$ cat src/uifc_pkg.sv
// Package of register offsets, field positions, reset values and carriers for the USB interface control block
package uifc_pkg;

	// Peripheral number under which the register set is reached
	localparam logic [7:0] UIFC_PERIPH_NUM = 8'h01;

	// Register byte offsets
	localparam logic [7:0] UIFC_OFS_SOFT_RESET = 8'h00;
	localparam logic [7:0] UIFC_OFS_MODES = 8'h04;
	localparam logic [7:0] UIFC_OFS_DEV_ADDR = 8'h08;
	localparam logic [7:0] UIFC_OFS_FUNC_CTRL = 8'h0C;
	localparam logic [7:0] UIFC_OFS_OTG_CTRL = 8'h10;
	localparam logic [7:0] UIFC_OFS_OTG_STATUS = 8'h14;
	localparam logic [7:0] UIFC_OFS_SERIAL = 8'h18;
	localparam logic [7:0] UIFC_OFS_FLAGS = 8'h1C;
	localparam logic [7:0] UIFC_OFS_HOLD_MASK = 8'h20;
	localparam logic [7:0] UIFC_OFS_PORT_MASKS = 8'h24;
	localparam logic [7:0] UIFC_OFS_FRAME_NUM = 8'h28;
	localparam logic [7:0] UIFC_OFS_LAST_PID = 8'h2C;
	localparam logic [7:0] UIFC_OFS_LAST_EP = 8'h30;
	localparam logic [7:0] UIFC_OFS_EP_MARK = 8'h34;
	localparam logic [7:0] UIFC_OFS_OTG_FMASK = 8'h38;
	localparam logic [7:0] UIFC_OFS_POWER_SIG = 8'h3C;
	localparam logic [7:0] UIFC_OFS_PHY_MISC = 8'h40;

	// Widths of the writable fields and number of flag ports
	localparam int UIFC_MODES_W = 8;
	localparam int UIFC_ADDR_W = 7;
	localparam int UIFC_FLAG_W = 7;
	localparam int UIFC_PORTS = 4;

	// Writable-bit masks, reserved bits clear
	localparam logic [7:0] UIFC_MODES_WMASK = 8'hF7;
	localparam logic [7:0] UIFC_OTG_WMASK = 8'hDF;
	localparam logic [31:0] UIFC_FRAME_WMASK = 32'h0000_07FF;
	localparam logic [31:0] UIFC_EP_MARK_WMASK = 32'h0000_FFFF;
	localparam logic [31:0] UIFC_POWER_WMASK = 32'h0000_01FF;
	localparam logic [31:0] UIFC_PHY_WMASK = 32'h0004_3FF0;

	// Mode-control bit positions
	localparam int UIFC_MODE_TOKEN_PROCESS = 0;
	localparam int UIFC_MODE_TOKEN_CHECK = 1;
	localparam int UIFC_MODE_LINE_DECODE = 2;
	localparam int UIFC_MODE_IF_TIMING = 4;
	localparam int UIFC_MODE_POWER_SIG = 5;
	localparam int UIFC_MODE_SOF_TOKEN = 6;
	localparam int UIFC_MODE_EVENT_ACK = 7;

	// Functional-control field positions
	localparam int UIFC_FC_XCVR_BIT = 0;
	localparam int UIFC_FC_TERM_BIT = 1;
	localparam int UIFC_FC_OPMODE_LSB = 2;

	// Serial-control field positions
	localparam int UIFC_SC_FSLS_BIT = 0;
	localparam int UIFC_SC_TXEN_N_BIT = 1;
	localparam int UIFC_SC_TXDAT_BIT = 2;
	localparam int UIFC_SC_TXSE0_BIT = 3;
	localparam int UIFC_SC_RXDP_BIT = 4;
	localparam int UIFC_SC_RXDM_BIT = 5;
	localparam int UIFC_SC_RXRCV_BIT = 6;

	// Flag bit positions
	localparam int UIFC_FLG_RXERR = 0;
	localparam int UIFC_FLG_RXACT = 1;
	localparam int UIFC_FLG_CRC16 = 2;
	localparam int UIFC_FLG_J = 3;
	localparam int UIFC_FLG_K = 4;
	localparam int UIFC_FLG_SE0 = 5;
	localparam int UIFC_FLG_TOKEN = 6;

	// Reset values
	localparam logic [2:0] UIFC_RST_OPMODE = 3'h1;
	localparam logic UIFC_RST_TERM = 1'b1;
	localparam logic UIFC_RST_XCVR = 1'b1;
	localparam logic [3:0] UIFC_RST_SERIAL = 4'h2;

	// UTMI line-state encodings
	localparam logic [1:0] UIFC_LS_SE0 = 2'h0;
	localparam logic [1:0] UIFC_LS_J = 2'h1;
	localparam logic [1:0] UIFC_LS_K = 2'h2;

	// Register access request from the processor's peripheral port
	typedef struct packed {
		logic wr;
		logic rd;
		logic [7:0] periph;
		logic [7:0] addr;
		logic [31:0] wdata;
	} uifc_req_s;

	// Controls driven toward the transceiver
	typedef struct packed {
		logic [2:0] opmode;
		logic termselect;
		logic xcvrselect;
		logic ext_vbus_ind_sel;
		logic ext_vbus_drive;
		logic chrg_vbus;
		logic dischrg_vbus;
		logic dm_pulldown;
		logic dp_pulldown;
		logic id_pullup;
		logic tx_se0;
		logic tx_data;
		logic tx_enable_n;
		logic fsls_serial;
	} uifc_phy_ctrl_s;

	// Status from the transceiver
	typedef struct packed {
		logic bvalid;
		logic id_gnd;
		logic host_disc;
		logic vbus_valid;
		logic sess_valid;
		logic sess_end;
		logic rx_rcv;
		logic rx_dm;
		logic rx_dp;
		logic rx_active;
		logic rx_error;
		logic [1:0] line_state;
	} uifc_phy_stat_s;

	// Packet-decoder events into the flag logic
	typedef struct packed {
		logic pkt_start;
		logic token_ok;
		logic [6:0] token_addr;
		logic crc16_fail;
	} uifc_pkt_evt_s;

endpackage

$ cat src/uifc_flag_cell.sv
// One monitor flag with selectable stickiness and write-one-to-clear
`timescale 1ns/100ps

module uifc_flag_cell
(
	input wire logic clk_in,
	input wire logic rstn_in,
	input wire logic clear_all_in,
	input wire logic hold_in,
	input wire logic set_in,
	input wire logic track_in,
	input wire logic track_val_in,
	input wire logic pkt_start_in,
	input wire logic w1c_in,
	output logic flag_out
);

	// Flag update: a set beats a write-one or packet-start clear in the same cycle; reset and clear_all_in beat the set
	always_ff @(posedge clk_in)
	begin
		if (!rstn_in || clear_all_in)
		begin
			flag_out <= 1'b0;
		end
		else if (set_in)
		begin
			// Event or tracked level wins over a pending write-one or packet-start clear
			flag_out <= 1'b1;
		end
		else if (hold_in)
		begin
			// Sticky: only a software one clears it
			if (w1c_in)
			begin
				flag_out <= 1'b0;
			end
		end
		else if (track_in)
		begin
			// Normal: later change of the signal overwrites
			flag_out <= track_val_in;
		end
		else if (pkt_start_in || w1c_in)
		begin
			// Normal flags clear when the next packet begins
			flag_out <= 1'b0;
		end
	end

endmodule

$ cat src/uifc_top.sv
// Control and status registers of the USB interface module facing the transceiver
`timescale 1ns/100ps

module uifc_top
(
	input wire logic clk_in,
	input wire logic rstn_in,
	input wire uifc_pkg::uifc_req_s req_in,
	input wire uifc_pkg::uifc_phy_stat_s phy_stat_in,
	input wire uifc_pkg::uifc_pkt_evt_s pkt_evt_in,
	output logic [31:0] rdata_out,
	output logic rvalid_out,
	output logic access_err_out,
	output uifc_pkg::uifc_phy_ctrl_s phy_ctrl_out,
	output logic [7:0] modes_out,
	output logic token_pass_out,
	output logic [uifc_pkg::UIFC_PORTS-1:0] flag_port_out
);

	// Request qualified by peripheral number
	logic sel;
	logic wr_en;
	logic rd_en;
	// Module soft reset pulse from a write to offset zero
	logic soft_rst;
	// Writable registers
	logic [7:0] modes;
	logic [6:0] dev_addr;
	logic [4:0] func_ctrl;
	logic [7:0] otg_ctrl;
	logic [3:0] serial_ctrl;
	logic [6:0] hold_mask;
	logic [31:0] port_masks;
	logic [31:0] frame_num;
	logic [31:0] ep_mark;
	logic [31:0] otg_fmask;
	logic [31:0] power_sig;
	logic [31:0] phy_misc;
	// Flags and their per-bit drive terms
	logic [6:0] flags;
	logic [6:0] flag_set;
	logic [6:0] flag_track;
	logic [6:0] flag_val;
	logic [6:0] flag_w1c;
	// Previous line state, used to see a change of the monitored levels
	logic [1:0] prev_ls;
	logic prev_rx_act;
	logic prev_rx_err;
	logic ls_chg;
	// Token accepted through the address filter
	logic token_match;
	// Read mux result
	logic [31:0] next_rdata;
	logic next_err;

	// Only peripheral 1 answers; width is fixed at a whole 32-bit word
	assign sel = (req_in.periph == uifc_pkg::UIFC_PERIPH_NUM);
	assign wr_en = sel && req_in.wr;
	assign rd_en = sel && req_in.rd;
	assign soft_rst = wr_en && (req_in.addr == uifc_pkg::UIFC_OFS_SOFT_RESET);

	// Mode-control enables, reserved bit 3 masked off
	always_ff @(posedge clk_in)
	begin
		if (!rstn_in || soft_rst)
		begin
			modes <= 8'h00;
		end
		else if (wr_en && req_in.addr == uifc_pkg::UIFC_OFS_MODES)
		begin
			modes <= req_in.wdata[7:0] & uifc_pkg::UIFC_MODES_WMASK;
		end
	end

	// Device address held for the token filter
	always_ff @(posedge clk_in)
	begin
		if (!rstn_in || soft_rst)
		begin
			dev_addr <= 7'h00;
		end
		else if (wr_en && req_in.addr == uifc_pkg::UIFC_OFS_DEV_ADDR)
		begin
			// Software writes the assigned address after enumeration
			dev_addr <= req_in.wdata[6:0];
		end
	end

	// Functional control; each field resets to one
	always_ff @(posedge clk_in)
	begin
		if (!rstn_in || soft_rst)
		begin
			func_ctrl <= {uifc_pkg::UIFC_RST_OPMODE, uifc_pkg::UIFC_RST_TERM,
				uifc_pkg::UIFC_RST_XCVR};
		end
		else if (wr_en && req_in.addr == uifc_pkg::UIFC_OFS_FUNC_CTRL)
		begin
			func_ctrl <= req_in.wdata[4:0];
		end
	end

	// On-the-go drive controls, bit 5 reserved
	always_ff @(posedge clk_in)
	begin
		if (!rstn_in || soft_rst)
		begin
			otg_ctrl <= 8'h00;
		end
		else if (wr_en && req_in.addr == uifc_pkg::UIFC_OFS_OTG_CTRL)
		begin
			otg_ctrl <= req_in.wdata[7:0] & uifc_pkg::UIFC_OTG_WMASK;
		end
	end

	// Serial transmit controls; transmit enable is inactive (1) after reset
	always_ff @(posedge clk_in)
	begin
		if (!rstn_in || soft_rst)
		begin
			serial_ctrl <= uifc_pkg::UIFC_RST_SERIAL;
		end
		else if (wr_en && req_in.addr == uifc_pkg::UIFC_OFS_SERIAL)
		begin
			// Receive bits 6:4 are read-only, so only 3:0 are stored
			serial_ctrl <= req_in.wdata[3:0];
		end
	end

	// Stickiness mask
	always_ff @(posedge clk_in)
	begin
		if (!rstn_in || soft_rst)
		begin
			hold_mask <= 7'h00;
		end
		else if (wr_en && req_in.addr == uifc_pkg::UIFC_OFS_HOLD_MASK)
		begin
			hold_mask <= req_in.wdata[6:0];
		end
	end

	// Registers whose inner layouts this block does not act on, apart from the port masks that drive the flag ports
	always_ff @(posedge clk_in)
	begin
		if (!rstn_in || soft_rst)
		begin
			port_masks <= 32'h0000_0000;
			frame_num <= 32'h0000_0000;
			ep_mark <= 32'h0000_0000;
			otg_fmask <= 32'h0000_0000;
			power_sig <= 32'h0000_0000;
			phy_misc <= 32'h0000_0000;
		end
		else if (wr_en)
		begin
			// Address decode; reserved bits stay zero
			if (req_in.addr == uifc_pkg::UIFC_OFS_PORT_MASKS)
				port_masks <= req_in.wdata;
			else if (req_in.addr == uifc_pkg::UIFC_OFS_FRAME_NUM)
				frame_num <= req_in.wdata & uifc_pkg::UIFC_FRAME_WMASK;
			else if (req_in.addr == uifc_pkg::UIFC_OFS_EP_MARK)
				ep_mark <= req_in.wdata & uifc_pkg::UIFC_EP_MARK_WMASK;
			else if (req_in.addr == uifc_pkg::UIFC_OFS_OTG_FMASK)
				otg_fmask <= req_in.wdata;
			else if (req_in.addr == uifc_pkg::UIFC_OFS_POWER_SIG)
				power_sig <= req_in.wdata & uifc_pkg::UIFC_POWER_WMASK;
			else if (req_in.addr == uifc_pkg::UIFC_OFS_PHY_MISC)
				phy_misc <= req_in.wdata & uifc_pkg::UIFC_PHY_WMASK;
		end
	end

	// History of monitored levels for change detection
	always_ff @(posedge clk_in)
	begin
		if (!rstn_in || soft_rst)
		begin
			prev_ls <= uifc_pkg::UIFC_LS_J;
			prev_rx_act <= 1'b0;
			prev_rx_err <= 1'b0;
		end
		else
		begin
			prev_ls <= phy_stat_in.line_state;
			prev_rx_act <= phy_stat_in.rx_active;
			prev_rx_err <= phy_stat_in.rx_error;
		end
	end

	// Token filter: the address must match before the token is passed on
	assign token_match = pkt_evt_in.token_ok && (pkt_evt_in.token_addr == dev_addr);
	assign ls_chg = (phy_stat_in.line_state != prev_ls);

	// Per-flag set, track and value terms
	always_comb
	begin
		flag_set = 7'h00;
		flag_track = 7'h00;
		flag_val = 7'h00;
		// Token decoded with good CRC5, PID and matching address
		flag_set[uifc_pkg::UIFC_FLG_TOKEN] = token_match;
		// Line-state symbols, gated by the decoder enable
		if (modes[uifc_pkg::UIFC_MODE_LINE_DECODE] && ls_chg)
		begin
			flag_set[uifc_pkg::UIFC_FLG_SE0] = (phy_stat_in.line_state == uifc_pkg::UIFC_LS_SE0);
			flag_set[uifc_pkg::UIFC_FLG_K] = (phy_stat_in.line_state == uifc_pkg::UIFC_LS_K);
			flag_set[uifc_pkg::UIFC_FLG_J] = (phy_stat_in.line_state == uifc_pkg::UIFC_LS_J);
			// Non-sticky symbol flags are overwritten by the new state
			flag_track[uifc_pkg::UIFC_FLG_SE0] = 1'b1;
			flag_track[uifc_pkg::UIFC_FLG_K] = 1'b1;
			flag_track[uifc_pkg::UIFC_FLG_J] = 1'b1;
		end
		// Data packet CRC16 failure
		flag_set[uifc_pkg::UIFC_FLG_CRC16] = pkt_evt_in.crc16_fail;
		// Receive active and error follow their inputs
		flag_set[uifc_pkg::UIFC_FLG_RXACT] = phy_stat_in.rx_active && !prev_rx_act;
		flag_set[uifc_pkg::UIFC_FLG_RXERR] = phy_stat_in.rx_error && !prev_rx_err;
		flag_track[uifc_pkg::UIFC_FLG_RXACT] = (phy_stat_in.rx_active != prev_rx_act);
		flag_track[uifc_pkg::UIFC_FLG_RXERR] = (phy_stat_in.rx_error != prev_rx_err);
		flag_val[uifc_pkg::UIFC_FLG_RXACT] = phy_stat_in.rx_active;
		flag_val[uifc_pkg::UIFC_FLG_RXERR] = phy_stat_in.rx_error;
	end

	// Write-one-to-clear strobe per flag
	assign flag_w1c = (wr_en && req_in.addr == uifc_pkg::UIFC_OFS_FLAGS) ?
		req_in.wdata[6:0] : 7'h00;

	// One flag cell per flag bit
	genvar gi;
	generate
		for (gi = 0; gi < uifc_pkg::UIFC_FLAG_W; gi++)
		begin : g_flag
			uifc_flag_cell u_cell
			(
				.clk_in(clk_in),
				.rstn_in(rstn_in),
				.clear_all_in(soft_rst),
				.hold_in(hold_mask[gi]),
				.set_in(flag_set[gi]),
				.track_in(flag_track[gi]),
				.track_val_in(flag_val[gi]),
				.pkt_start_in(pkt_evt_in.pkt_start),
				.w1c_in(flag_w1c[gi]),
				.flag_out(flags[gi])
			);
		end
	endgenerate

	// Flag ports: any selected flag high drives the port high
	generate
		for (gi = 0; gi < uifc_pkg::UIFC_PORTS; gi++)
		begin : g_port
			assign flag_port_out[gi] = |(port_masks[gi*8 +: 7] & flags);
		end
	endgenerate

	// Read mux; unmapped offsets read zero and raise the access error
	always_comb
	begin
		next_rdata = 32'h0000_0000;
		next_err = 1'b0;
		// Write-only reset, and packet records kept by the decoder outside, read zero
		if (req_in.addr == uifc_pkg::UIFC_OFS_SOFT_RESET ||
			req_in.addr == uifc_pkg::UIFC_OFS_LAST_PID ||
			req_in.addr == uifc_pkg::UIFC_OFS_LAST_EP)
			next_rdata = 32'h0000_0000;
		else if (req_in.addr == uifc_pkg::UIFC_OFS_MODES)
			next_rdata = {24'h00_0000, modes};
		else if (req_in.addr == uifc_pkg::UIFC_OFS_DEV_ADDR)
			next_rdata = {25'h000_0000, dev_addr};
		else if (req_in.addr == uifc_pkg::UIFC_OFS_FUNC_CTRL)
			next_rdata = {27'h000_0000, func_ctrl};
		else if (req_in.addr == uifc_pkg::UIFC_OFS_OTG_CTRL)
			next_rdata = {24'h00_0000, otg_ctrl};
		else if (req_in.addr == uifc_pkg::UIFC_OFS_OTG_STATUS)
			next_rdata = {26'h000_0000, phy_stat_in.bvalid, phy_stat_in.id_gnd,
				phy_stat_in.host_disc, phy_stat_in.vbus_valid,
				phy_stat_in.sess_valid, phy_stat_in.sess_end}; // Live, no storage
		else if (req_in.addr == uifc_pkg::UIFC_OFS_SERIAL)
			next_rdata = {25'h000_0000, phy_stat_in.rx_rcv, phy_stat_in.rx_dm,
				phy_stat_in.rx_dp, serial_ctrl}; // Receive lines in 6:4
		else if (req_in.addr == uifc_pkg::UIFC_OFS_FLAGS)
			next_rdata = {25'h000_0000, flags};
		else if (req_in.addr == uifc_pkg::UIFC_OFS_HOLD_MASK)
			next_rdata = {25'h000_0000, hold_mask};
		else if (req_in.addr == uifc_pkg::UIFC_OFS_PORT_MASKS)
			next_rdata = port_masks;
		else if (req_in.addr == uifc_pkg::UIFC_OFS_FRAME_NUM)
			next_rdata = frame_num;
		else if (req_in.addr == uifc_pkg::UIFC_OFS_EP_MARK)
			next_rdata = ep_mark;
		else if (req_in.addr == uifc_pkg::UIFC_OFS_OTG_FMASK)
			next_rdata = otg_fmask;
		else if (req_in.addr == uifc_pkg::UIFC_OFS_POWER_SIG)
			next_rdata = power_sig;
		else if (req_in.addr == uifc_pkg::UIFC_OFS_PHY_MISC)
			next_rdata = phy_misc;
		else
			next_err = 1'b1; // Unmapped offset
	end

	// Registered read answer, one cycle after the request
	always_ff @(posedge clk_in)
	begin
		if (!rstn_in)
		begin
			rdata_out <= 32'h0000_0000;
			rvalid_out <= 1'b0;
			access_err_out <= 1'b0;
		end
		else
		begin
			rdata_out <= rd_en ? next_rdata : 32'h0000_0000;
			rvalid_out <= rd_en;
			access_err_out <= (rd_en || wr_en) && next_err;
		end
	end

	// Transceiver controls straight from their registers
	always_comb
	begin
		phy_ctrl_out.opmode = func_ctrl[4:2];
		phy_ctrl_out.termselect = func_ctrl[uifc_pkg::UIFC_FC_TERM_BIT];
		phy_ctrl_out.xcvrselect = func_ctrl[uifc_pkg::UIFC_FC_XCVR_BIT];
		phy_ctrl_out.ext_vbus_ind_sel = otg_ctrl[7];
		phy_ctrl_out.ext_vbus_drive = otg_ctrl[6];
		phy_ctrl_out.chrg_vbus = otg_ctrl[4];
		phy_ctrl_out.dischrg_vbus = otg_ctrl[3];
		phy_ctrl_out.dm_pulldown = otg_ctrl[2];
		phy_ctrl_out.dp_pulldown = otg_ctrl[1];
		phy_ctrl_out.id_pullup = otg_ctrl[0];
		phy_ctrl_out.tx_se0 = serial_ctrl[uifc_pkg::UIFC_SC_TXSE0_BIT];
		phy_ctrl_out.tx_data = serial_ctrl[uifc_pkg::UIFC_SC_TXDAT_BIT];
		phy_ctrl_out.tx_enable_n = serial_ctrl[uifc_pkg::UIFC_SC_TXEN_N_BIT];
		phy_ctrl_out.fsls_serial = serial_ctrl[uifc_pkg::UIFC_SC_FSLS_BIT];
	end

	// Mode enables and filtered token indication to the token engine
	assign modes_out = modes;
	assign token_pass_out = token_match;

endmodule

$ cat config.mk
export PLATFORM = sky130hd
export DESIGN_NAME = uifc_top
export DESIGN_NICKNAME = d
export VERILOG_FILES = /design/src/uifc_pkg.sv /design/src/uifc_flag_cell.sv /design/src/uifc_top.sv
export SDC_FILE = /design/constraint.sdc
export NUM_CORES = 1
export LEC_CHECK = 0
export BUFFER_PORTS_ARGS = -buffer_cell sky130_fd_sc_hd__buf_2
export CORE_MARGIN = 5
export CORE_UTILIZATION = 53
export CTS_BUF_LIST = sky130_fd_sc_hd__clkbuf_8
export CTS_CLUSTER_SIZE = 14
export DETAILED_ROUTE_END_ITERATION = 10
export PLACE_DENSITY = 0.87
export SLEW_MARGIN = 20
export SYNTH_ARGS = -nofsm -noshare
export SYNTH_HDL_FRONTEND = slang
export SYNTH_HIERARCHICAL = 1
export SYNTH_SLANG_ARGS = --single-unit
$ cat constraint.sdc
create_clock -name clk_in -period 1.6 [get_ports clk_in]
set_input_delay 0 -clock clk_in [delete_from_list [all_inputs] [get_ports clk_in]]
set_output_delay 0 -clock clk_in [all_outputs]
set_load 0.005 [all_outputs]
* Yosys cells after proc, flatten, opt, wreduce, memory -nomap -nowiden *
Cells that the tools add are included.

word-level totals
  register bits after elaboration = 193
  bits in latches = 0
  memory bits (writable) = 0
  memory bits (read-only) = 0
  word-level logic and storage cells = 191
  memories kept = 0

operators by class
  $add $sub $neg = 0
  multiply operators = 0
  div/mod/pow operators = 0
  $lt $le $gt $ge = 0
  equal/unequal tests = 30
  shift operators = 0
  multiplexer cells = 65
  bitwise operators = 11
  reduce and logical (&&, ||, !) cells = 58

operators by type and width
  cell                number
  $mux 32             4
  $eq 8x6->1 const B  8
  $mux 8              8
  $mux 1              48
  $mux 19             2
  $eq 8x5->1 const B  4
  $and 7x7->7         4
  $reduce_or 7->1     4
  $reduce_bool 4->1   5
  $eq 8x4->1 const B  2
  $reduce_and 2->1    8
  $logic_and 1x1->1   15
  $ne 3x1->1 const B  5
  $logic_or 1x1->1    11
  $reduce_or 11->1    1
  $eq 8x1->1 const B  1
  $eq 8x3->1 const B  1
  $eq 8x7->1 const B  1
  $logic_not 8->1     1
  $eq 7x7->1          1
  $mux 7              1
  $not 1->1           7
  $reduce_and 7->1    1
  $mux 3              2
  14 further kinds    19

* Longest topological paths before layout *
Gate-level depths: netlist of the first run.

  depth after elaboration = 17
  mapped depth = 10

* Modules after synthesis *
The synthesis of the first run kept the hierarchy.

by module, submodules not included
  module          times used  cells an instance  area an instance (um^2)  seq. area each (um^2)
  uifc_top        1           1,013              8,202.9                  3,723.6
  uifc_flag_cell  7           8                  56.3                     20.0

* Worst setup path before layout of the first run *
Ideal clock, no wire load.

  kind = input-to-reg
  start = input port req_in[38] in the netlist's numbering
  end = register g_flag[4].u_cell.flag_out
  setup time = 0.122 ns
  arrival time = 1.657 ns
  path slack = -0.179 ns
  stages = 10
  buffers on the path = 3
  cell sequence = buf_2 -> or4b_4 -> buf_6 -> or2_1 -> buf_6 -> nor2_1 -> and2_1 -> nor2b_1 -> o21ai_0 -> a21oi_1

on the way
  cells in the longest elaborated chain, start to end = 6
  elaborated cells on any way between the ends = 10
  classes of those cells = 2 x eq/ne; 1 x mux; 7 x reduce/logical

RTL lines
  what                          line                  RTL
  start: declaration            uifc_top.sv:8         input wire uifc_pkg::uifc_req_s req_in,
  $eq 8x5->1 *                  uifc_top.sv:225       assign flag_w1c = (wr_en && req_in.addr == uifc_pkg::UIFC_OFS_FLAGS) ?
  $logic_and 1x1->1 *           uifc_top.sv:225
  $mux 7 *                      uifc_top.sv:225
  named net flag_w1c[4]         uifc_top.sv:44        logic [6:0] flag_w1c;
  $logic_or 1x1->1              uifc_flag_cell.sv:43  else if (pkt_start_in || w1c_in)
  $reduce_bool 4->1 (no line)   --
  $reduce_and 2->1 (no line) *  --
  end signal: assignment        uifc_flag_cell.sv:41  flag_out <= track_val_in;
  end: declaration              uifc_flag_cell.sv:15  output logic flag_out

The timed path passes the listed nets; every way through them passes the cells marked *.
A chain may end at the register's enable or synchronous reset.

* Final worst setup path of the first run *
  start = register g_flag[3].u_cell.flag_out
  end = output port flag_port_out[0] in the netlist's numbering

on the way
  cells in the longest elaborated chain, start to end = 2

RTL lines
  what                      line                  RTL
  start: declaration        uifc_flag_cell.sv:15
  start signal: assignment  uifc_flag_cell.sv:41
  $and 7x7->7               uifc_top.sv:253       assign flag_port_out[gi] = |(port_masks[gi*8 +: 7] & flags);
  $reduce_or 7->1           uifc_top.sv:253
  end: declaration          uifc_top.sv:17        output logic [uifc_pkg::UIFC_PORTS-1:0] flag_port_out

Every way passes these cells.

==> flow_summary.yaml, run 1 <==
worst_setup_path:
  path_class: "register to primary output"
  worst_r2r_startpoint: "hold_mask[5]"
  r2r_end: "rdata_out[5]"
  path_max_fanout: 6
  cp-end-kind: "primary output"
  cp-start-kind: "register"
  critPathArrivalTime_ps: 1650
  required_ps: 1600
  reg2reg_slack_ps: -20
  r2r_cells: 6
detailed_routing:
  wl_mm: 30.07
  ant_nets: 0
  vias: 9173
  dr.first_iter.drc_count: 1205
  routedWlPerCell_microns: 19.33
  top_layer_used: "met4"
  first_pass_iters: 5
  via_per_inst: 5.895
  drt-met1-wl_mm: 11.49
  wl_met3_mm: 2.782
  wl_met2_mm: 14.23
  drt_drc_violations_left: 0
final_layout:
  final_area_sq_um: 11210
  antenna_cells: 0
  num-fill-cells: 1169
  fin_util: 0.7059
  multiInputGateArea_sq_um: 4380
  final_cell_mix: "nand2_1, dfxtp_1, buf_2, a21oi_1, buf_4"
  area_delta_synth_final_pct: 30.43
  final_common_cell: "nand2_1"
  seq_area_sq_um: 3877
  nets: 1405
  drive_above_1_share: 0.2500
status:
  status: "finished with violations"
  violations: "negative setup slack"
floorplan:
  rows: 46
  pin_count: 138
  die_width_microns: 137.4
  dieArea_sq_um: 18870
  die_height_microns: 137.4
  initial_utilization: 0.5412
  coreArea_sq_um: 15890
timing:
  setup_ws_ps: -47.96
  timing_hold_violations_final: 0
  drv_slew: 0
  max_freq_ghz: 0.6068
  setup_viol: 2
  post-route-min-period_ps: 1648
  finalClockSkew_ps: 10.08
  rsz0062_at_grt: "yes"
  period_share: 1.030
pwr:
  vdd_ir_drop_max_v: 0.0005764
  power_density_nw_per_um2: 779.7
  p_leak_nw: 4.283
cts:
  clock_sinks: 193
  root_buffer: "clkbuf_8"
  clockBufferDepth: 2
  clk_pin_slew_ps: 100
  htreeDepth: 4
  clkLatencyLatePin_ps: 490
  cts_tree: "done"
  numCtsBuffers: 17
placement:
  place_area_sq_um: 10380
  routabilityCongestion: 0.9973
  portBuffers: 136
  dp_hpwl_mm: 21.04
global_routing:
  first_global_vias: 9034
  grt_pass1_wl_mm: 47.35
  antenna_found_initial: 0
  gr-total-overflow: 0
  track_usage: 0.3219
  grt_max_degree: 41
synthesis:
  syn_inst: 1069
  synth-seq-cells: 193
  yosysTopAreaCell: "dfxtp_1"
  synth.distinct_cells: 64
  syn_area_sq_um: 8597
  synthTopCellsByArea: "dfxtp_1, nand2_1, a21oi_1"
  synth_top_area_share: 0.4494
  yosys_warnings: 6
  avgSynthCellArea_sq_um: 8.042
  synth_enable_flop_cells: 0
  synth-async-reset-ratio: 0
  synth_ff_type: "dfxtp_1"
  ys_seq_area_frac: 0.4494
run:
  cap_violations: 0
hold_path:
  hold_class: "input pin to register"
  holdPathStages: 5
  min_to: "g_flag[6].u_cell/flag_out"
  holdCritStartpoint: "pkt_evt_in[8]"
==> how the worst max path moves through the flow <==
| stage | start | slack [ps] | end |
|---|---|---|---|
| 6_report | g_flag[3].u_cell/flag_out | -50 | flag_port_out[0] |
| 5_1_grt | hold_mask[5] | -120 | rdata_out[5] |
| 4_1_cts | g_flag[2].u_cell/flag_out | 8 | flag_port_out[2] |
| 3_5_place_dp | req_in[33] | -210 | rdata_out[4] |
| 3_3_place_gp | req_in[33] | -210 | rdata_out[4] |
| 2_1_floorplan | req_in[39] | -40 | rdata_out[6] |
==> registers in the layout, indices dropped and copies added, names as in the netlist, 9 cells and up <==
name	flops
otg_fmask	32
port_masks	32
rdata_out	32
ep_mark	16
frame_num	11
phy_misc	11
power_sig	9
==> cell families (layout without fill, tap and decap cells) <==
kind of cell               after synthesis  count (layout)  share of synthesized area
adders and majority gates                2               2                   0.002910
AOI/OAI and AO/OA                      269             269                     0.1905
muxes                                   59              59                    0.06884
DFF                                    193             193                     0.4494
xor gates and xnor gates                 9               9                   0.009169
and+or+nand+nor                        437             437                     0.2241
other                                    1              10                  0.0004362
buffers and inverters                   99             361                    0.05458
==> power by group <==
group / internal [mW] / switching (mW) / leakage [nW]
Combinational: 0.326 / 0.414 / 2.53
Clock: 1.28 / 1.89 / 0.194
Sequential: 4.81 / 0.0267 / 1.56
Total: 6.41 / 2.33 / 4.28
==> cell usage after synthesis, drive strengths merged, types with 15 or more instances <==
| library cell | n |
|---|---|
| a21oi | 134 |
| a22oi | 28 |
| buf | 48 |
| clkbuf | 31 |
| dfxtp | 193 |
| inv | 20 |
| mux2i | 58 |
| nand2 | 237 |
| nand3 | 15 |
| nor2 | 103 |
| nor3 | 19 |
| o21ai | 40 |
==> cell type report <==
type | count | area share
sequential | 193 | 0.3458
clock buffer | 17 | 0.02087
multi-input combinational | 786 | 0.3906
tap | 216 | 0.02410
timing repair buffer | 310 | 0.1983
clock inverter | 14 | 0.01361
inverter | 20 | 0.006695
==> through the flow <==
step	std cells	setup TNS, ps	total power, mW	hold slack, ps	setup WS [ps]
finish	1556	-66.28	8.743	24.98	-47.96
detailed placement	1484	-22560	5.579	242.2	-207.5
global placement	1484	-16110	5.575	233.7	-210.0
global route	1556	-162.5	9.000	26.66	-116.7
floorplan	1078	-235.5	5.252	95.30	-42.34
CTS	1556	0	8.713	14.91	7.932
==> routing by layer <==
layer	track usage	up-vias
met4	0.1763	0
met1	0.4077	4283
met5	0	-
met3	0.05953	141
li1	-	4194
met2	0.5191	555
==> timing repair <==
| item | 4_1_cts | 5_1_grt |
|---|---|---|
| cloned | 0 | 0 |
| gates resized for setup | 5 | 10 |
| endpoints found under the setup margin | 3 | 8 |
| hold buffers | 42 | 0 |
| endpoints found under the hold margin | 159 | 0 |
| setup buffers | 1 | 0 |
| pin swaps | 4 | 2 |
==> worst max-delay path: stages (launching register included) <==
cell and delay, ps:
dfxtp_4 390, a222oi_1 420, nand3_2 190, buf_6 160
No activity file was read; power rests on OpenSTA's default activity.
==> run 2, diff against run 1 <==
Settings changed: CORE_UTILIZATION 53 to 55.
Clock period 1.6 ns to 1.7 ns, I/O delays scaled along.
==> run 2 against run 1 <==
Compared with the run above:
- the run still ends with negative setup slack left
- register-to-register slack improved by 90 ps
- worst setup slack better by 30 ps
- die area is 3.4% lower
- final cell count is 1.7% lower
- worst hold slack worse by 14 ps
- global-route usage shrank 0.070 points
- sequential cell count unchanged
- first-iteration DRC count rose by 1.3%
==> flow_summary.yaml, run 2 (synthesis results as in run 1) <==
detailed_routing:
  drt-met1-wl_mm: 11.13
  wl_met3_mm: 3.252
  first_pass_iters: 7
  dr.first_iter.drc_count: 1221
  via_per_inst: 6.092
  wl_mm: 30.10
  top_layer_used: "met4"
  routedWlPerCell_microns: 19.67
  wl_met2_mm: 14.10
  ant_nets: 0
  vias: 9321
  drt_drc_violations_left: 0
timing:
  period_share: 1.010
  rsz0062_at_grt: "yes"
  setup_ws_ps: -17.53
  max_freq_ghz: 0.5822
  finalClockSkew_ps: 11.42
  setup_viol: 1
  post-route-min-period_ps: 1718
  drv_slew: 0
  timing_hold_violations_final: 0
global_routing:
  gr-total-overflow: 0
  first_global_vias: 8954
  grt_max_degree: 50
  antenna_found_initial: 0
  track_usage: 0.3212
  grt_pass1_wl_mm: 46.08
pwr:
  total_power_mw: 8.302
  vdd_ir_drop_max_v: 0.0005355
  power_density_nw_per_um2: 750.4
  pwr-share-seq: 0.549
  combinationalPowerShare: 0.082
  clkPwrFrac: 0.369
  p_int_mw: 6.059
  p_leak_nw: 4.184
  swShare: 0.2703
  switching_power_mw: 2.244
worst_setup_path:
  cp-end-kind: "primary output"
  cp-start-kind: "register"
  critPathArrivalTime_ps: 1720
  path_max_fanout: 6
  path_class: "register to primary output"
  required_ps: 1700
placement:
  dp_hpwl_mm: 20.30
  dp.cells: 1455
  routabilityCongestion: 1.009
  dpl_worst_slack_ps: -158.9
  portBuffers: 136
cts:
  cts_tree: "done"
  clockBufferDepth: 2
  clkLatencyLatePin_ps: 490
  root_buffer: "clkbuf_8"
  htreeDepth: 4
  clk_pin_slew_ps: 100
  numCtsBuffers: 17
  clock_sinks: 193
final_layout:
  final_common_cell: "nand2_1"
  antenna_cells: 0
  fin_cells: 1530
  final_cell_mix: "nand2_1, dfxtp_1, buf_2, a21oi_1, nor2_1"
  drive_above_1_share: 0.2305
  area_delta_synth_final_pct: 28.70
  nets: 1383
  reg_top3: "otg_fmask: 32 flops, port_masks: 32 flops, rdata_out: 32 flops"
hold_path:
  hold_class: "input pin to register"
status:
  status: "finished with violations"
  violations: "negative setup slack"
floorplan:
  coreArea_sq_um: 15260
  die_width_microns: 135.0
  die_height_microns: 135.0
  dieArea_sq_um: 18230
  pin_count: 138
  rows: 45
  initial_utilization: 0.5634
run:
  cap_violations: 0
-- run 2: cell types whose count changed in the layout (fill, tap and decap cells not counted), moves of 3 or more --
cell	previous run	this run
o21ai_1	7	0
o21ai_0	33	40
buf_12	10	13
dfxtp_1	186	190
buf_4	122	96
-- run 2: repair_timing --
item	in CTS	in global routing
resized for setup	1	5
hold buffers	43	0
buffers inserted	0	0
pin swaps	1	3
hold endpoints to repair	160	0
setup endpoints to repair	2	4
-- run 2: power by group through the flow --
stage	clock network [mW]	logic (mW)	registers, mW
3_5_place_dp	0	0.571	4.66
4_1_cts	3.07	0.652	4.55
2_1_floorplan	0	0.285	4.64
3_3_place_gp	0	0.564	4.66
5_1_grt	3.29	0.719	4.56
6_report	3.06	0.682	4.56
-- run 2: through the flow --
step / setup TNS [ps] / cell area [sq um] / hold slack [ps] / utilization
2_1_floorplan: 0 / 8645 / 95.30 / -
3_3_place_gp: -7056 / 10210 / 235.4 / 0.6692
3_5_place_dp: -10550 / 10210 / 247.1 / 0.6692
4_1_cts: -0.6706 / 11060 / 0.1155 / 0.7247
5_1_grt: -5.677 / 11060 / 23.48 / 0.7251
6_report: -17.53 / 11060 / 10.87 / 0.7251
-- run 2: final timing paths --
| kind | from | slack [ps] | cells past startpoint | endpoint |
|---|---|---|---|---|
| min | pkt_evt_in[8] | 10 | 5 | g_flag[6].u_cell/flag_out |
| max | g_flag[6].u_cell/flag_out | -20 | 3 | flag_port_out[0] |
| max reg2reg | hold_mask[5] | 70 | 6 | rdata_out[5] |
| min reg2reg | otg_fmask[24] | 460 | 2 | otg_fmask[24] |
-- run 2: layout make-up --
class,instances,area [sq um]
multi-input combinational,786,4355
fill,1096,4194
sequential,193,3867
timing repair buffer,288,2092
tap,211,264.0
clock buffer,17,234.0
clock inverter,15,176.4
inverter,20,75.07
-- run 2: routing by layer --
layer  GRT usage  vias to the layer above
li1            -                     4152
met1      0.4020                     4350
met2      0.5114                      644
met3     0.07712                      175
met4      0.1764                        0
met5           0                        -
-- run 2: worst max-delay path, stage by stage, from the launching register on --
cell and delay [ps]:
dfxtp_1 460, a222oi_1 390, nand3_1 210, buf_2 180
==> run 3, diff against run 2 <==
Settings changed: PLACE_DENSITY 0.87 to 0.78, SKIP_LAST_GASP set to 1.
==> run 3 against run 2 <==
Compared with the run above:
- die area is the same
- register-to-register slack gained 60 ps
- maximum frequency grew 4.5%
- the run now ends clean
==> flow_summary.yaml, run 3 (synthesis results as in run 1) <==
cts:
  clockBufferDepth: 2
  clkLatencyLatePin_ps: 470
  post_cts_buffers: 0
  numCtsBuffers: 17
  clock_sinks: 193
  clk_pin_slew_ps: 90
  root_buffer: "clkbuf_8"
  cts_tree: "done"
  htreeDepth: 4
worst_setup_path:
  r2r_end: "rdata_out[5]"
  path_max_fanout: 6
  reg2reg_slack_ps: 130
  critPathArrivalTime_ps: 1640
  r2r_cells: 6
  cp_slowest_stage_delay_ps: 350
  path_class: "register to primary output"
  worst_r2r_startpoint: "hold_mask[5]"
  required_ps: 1700
  critPathSlowestCell: "dfxtp_2"
  cp-start-kind: "register"
  path_cells: "buf_4 -> a222oi_1 -> nand3_1 -> buf_2"
  cp-end-kind: "primary output"
final_layout:
  final_cell_mix: "nand2_1, dfxtp_1, buf_2, a21oi_1"
  final_common_cell: "nand2_1"
  fin_cells: 1533
  fin_util: 0.7273
  drive_above_1_share: 0.2309
  num-fill-cells: 1194
  nets: 1385
  reg_top3: "otg_fmask: 32 flops, port_masks: 32 flops, rdata_out: 32 flops"
  final_area_sq_um: 11100
  area_delta_synth_final_pct: 29.08
floorplan:
  pin_count: 138
  initial_utilization: 0.5634
  die_width_microns: 135.0
  die_height_microns: 135.0
  dieArea_sq_um: 18230
  rows: 45
  coreArea_sq_um: 15260
detailed_routing:
  first_pass_iters: 8
  vias: 8900
  drt_drc_violations_left: 0
  ant_nets: 0
  wl_mm: 28.30
  via_per_inst: 5.806
  routedWlPerCell_microns: 18.46
  dr.first_iter.drc_count: 1006
run:
  cap_violations: 0
global_routing:
  use_met3: 0.06148
  antenna_found_initial: 0
  grt_max_degree: 48
  grt_pass1_wl_mm: 44.58
  track_usage: 0.3089
  use_met1: 0.4045
  gr-total-overflow: 0
  grt-busiest-layer: "met2"
  first_global_vias: 8549
  use_met2: 0.5061
placement:
  portBuffers: 136
  dp_hpwl_mm: 19.99
  routabilityCongestion: 0.9935
  place_area_sq_um: 10250
  dp.cells: 1458
hold_path:
  holdCritStartpoint: "phy_stat_in[5]"
  hold_class: "input pin to register"
  min_to: "rdata_out[5]"
  holdPathStages: 5
pwr:
  vdd_ir_drop_max_v: 0.0006562
  power_density_nw_per_um2: 756.3
  p_leak_nw: 4.197
timing:
  drv_slew: 0
  finalClockSkew_ps: 10.46
  period_share: 0.9664
  setup_viol: 0
  timing_hold_violations_final: 0
  post-route-min-period_ps: 1643
  rsz0062_at_grt: "yes"
  max_freq_ghz: 0.6087
status:
  status: "completed"
[run 3: timing repair]
item,in CTS,in global routing
endpoints found under the setup margin,0,2
hold buffers,42,0
hold endpoints to repair,162,0
resized for setup,0,2
[run 3: area by class of cell]
| class | count | area, sq um | share of cell area |
|---|---|---|---|
| antenna | 1 | 2.502 | 0.0002255 |
| clock buffer | 20 | 275.3 | 0.02481 |
| clock inverter | 12 | 150.1 | 0.01353 |
| inverter | 20 | 75.07 | 0.006765 |
| multi-input combinational | 786 | 4347 | 0.3917 |
| sequential | 193 | 3866 | 0.3484 |
| tap | 211 | 264.0 | 0.02379 |
| timing repair buffer | 290 | 2117 | 0.1908 |
[run 3: worst max-delay path by stage]
stage,slack (ps),depth (start not counted),to,startpoint
final,60,4,flag_port_out[3],g_flag[4].u_cell/flag_out
after global routing,-2,4,flag_port_out[3],g_flag[4].u_cell/flag_out
after CTS,20,4,flag_port_out[3],g_flag[4].u_cell/flag_out
after detailed placement,-170,10,otg_ctrl[2],req_in[41]
after global placement,-180,10,otg_ctrl[3],req_in[41]
after floorplan,10,10,g_flag[4].u_cell/flag_out,req_in[38]
[run 3: critical path, delay by kind of cell (launching register included)]
kind | cells | cell delay, ps
simple gates | 1 | 150
flops | 1 | 350
compound gates | 1 | 330
buf+inv | 2 | 340
[run 3: report_power, final]
group / internal [mW] / switching [mW]
Sequential: 4.53 / 0.0253
Combinational: 0.293 / 0.374
Clock: 1.46 / 1.71
Total: 6.28 / 2.11
[run 3: metal layers]
| metal | vias up | routed length, microns |
|---|---|---|
| li1 | 4164 | - |
| met1 | 4197 | 11620 |
| met2 | 463 | 13350 |
| met3 | 76 | 2500 |
| met4 | 0 | 837 |
| met5 | - | 0 |
[run 3: through the flow]
stage / setup TNS [ps] / power [mW] / hold slack, ps / setup slack, ps
floorplan: 0 / 4.928 / 95.30 / 14.09
global placement: -15930 / 5.226 / 236.3 / -179.9
detailed placement: -16070 / 5.230 / 245.1 / -172.9
CTS: 0 / 8.392 / 1.215 / 18.78
finish: 0 / 8.392 / 23.89 / 57.20
global route: -2.140 / 8.664 / 50.53 / -2.140
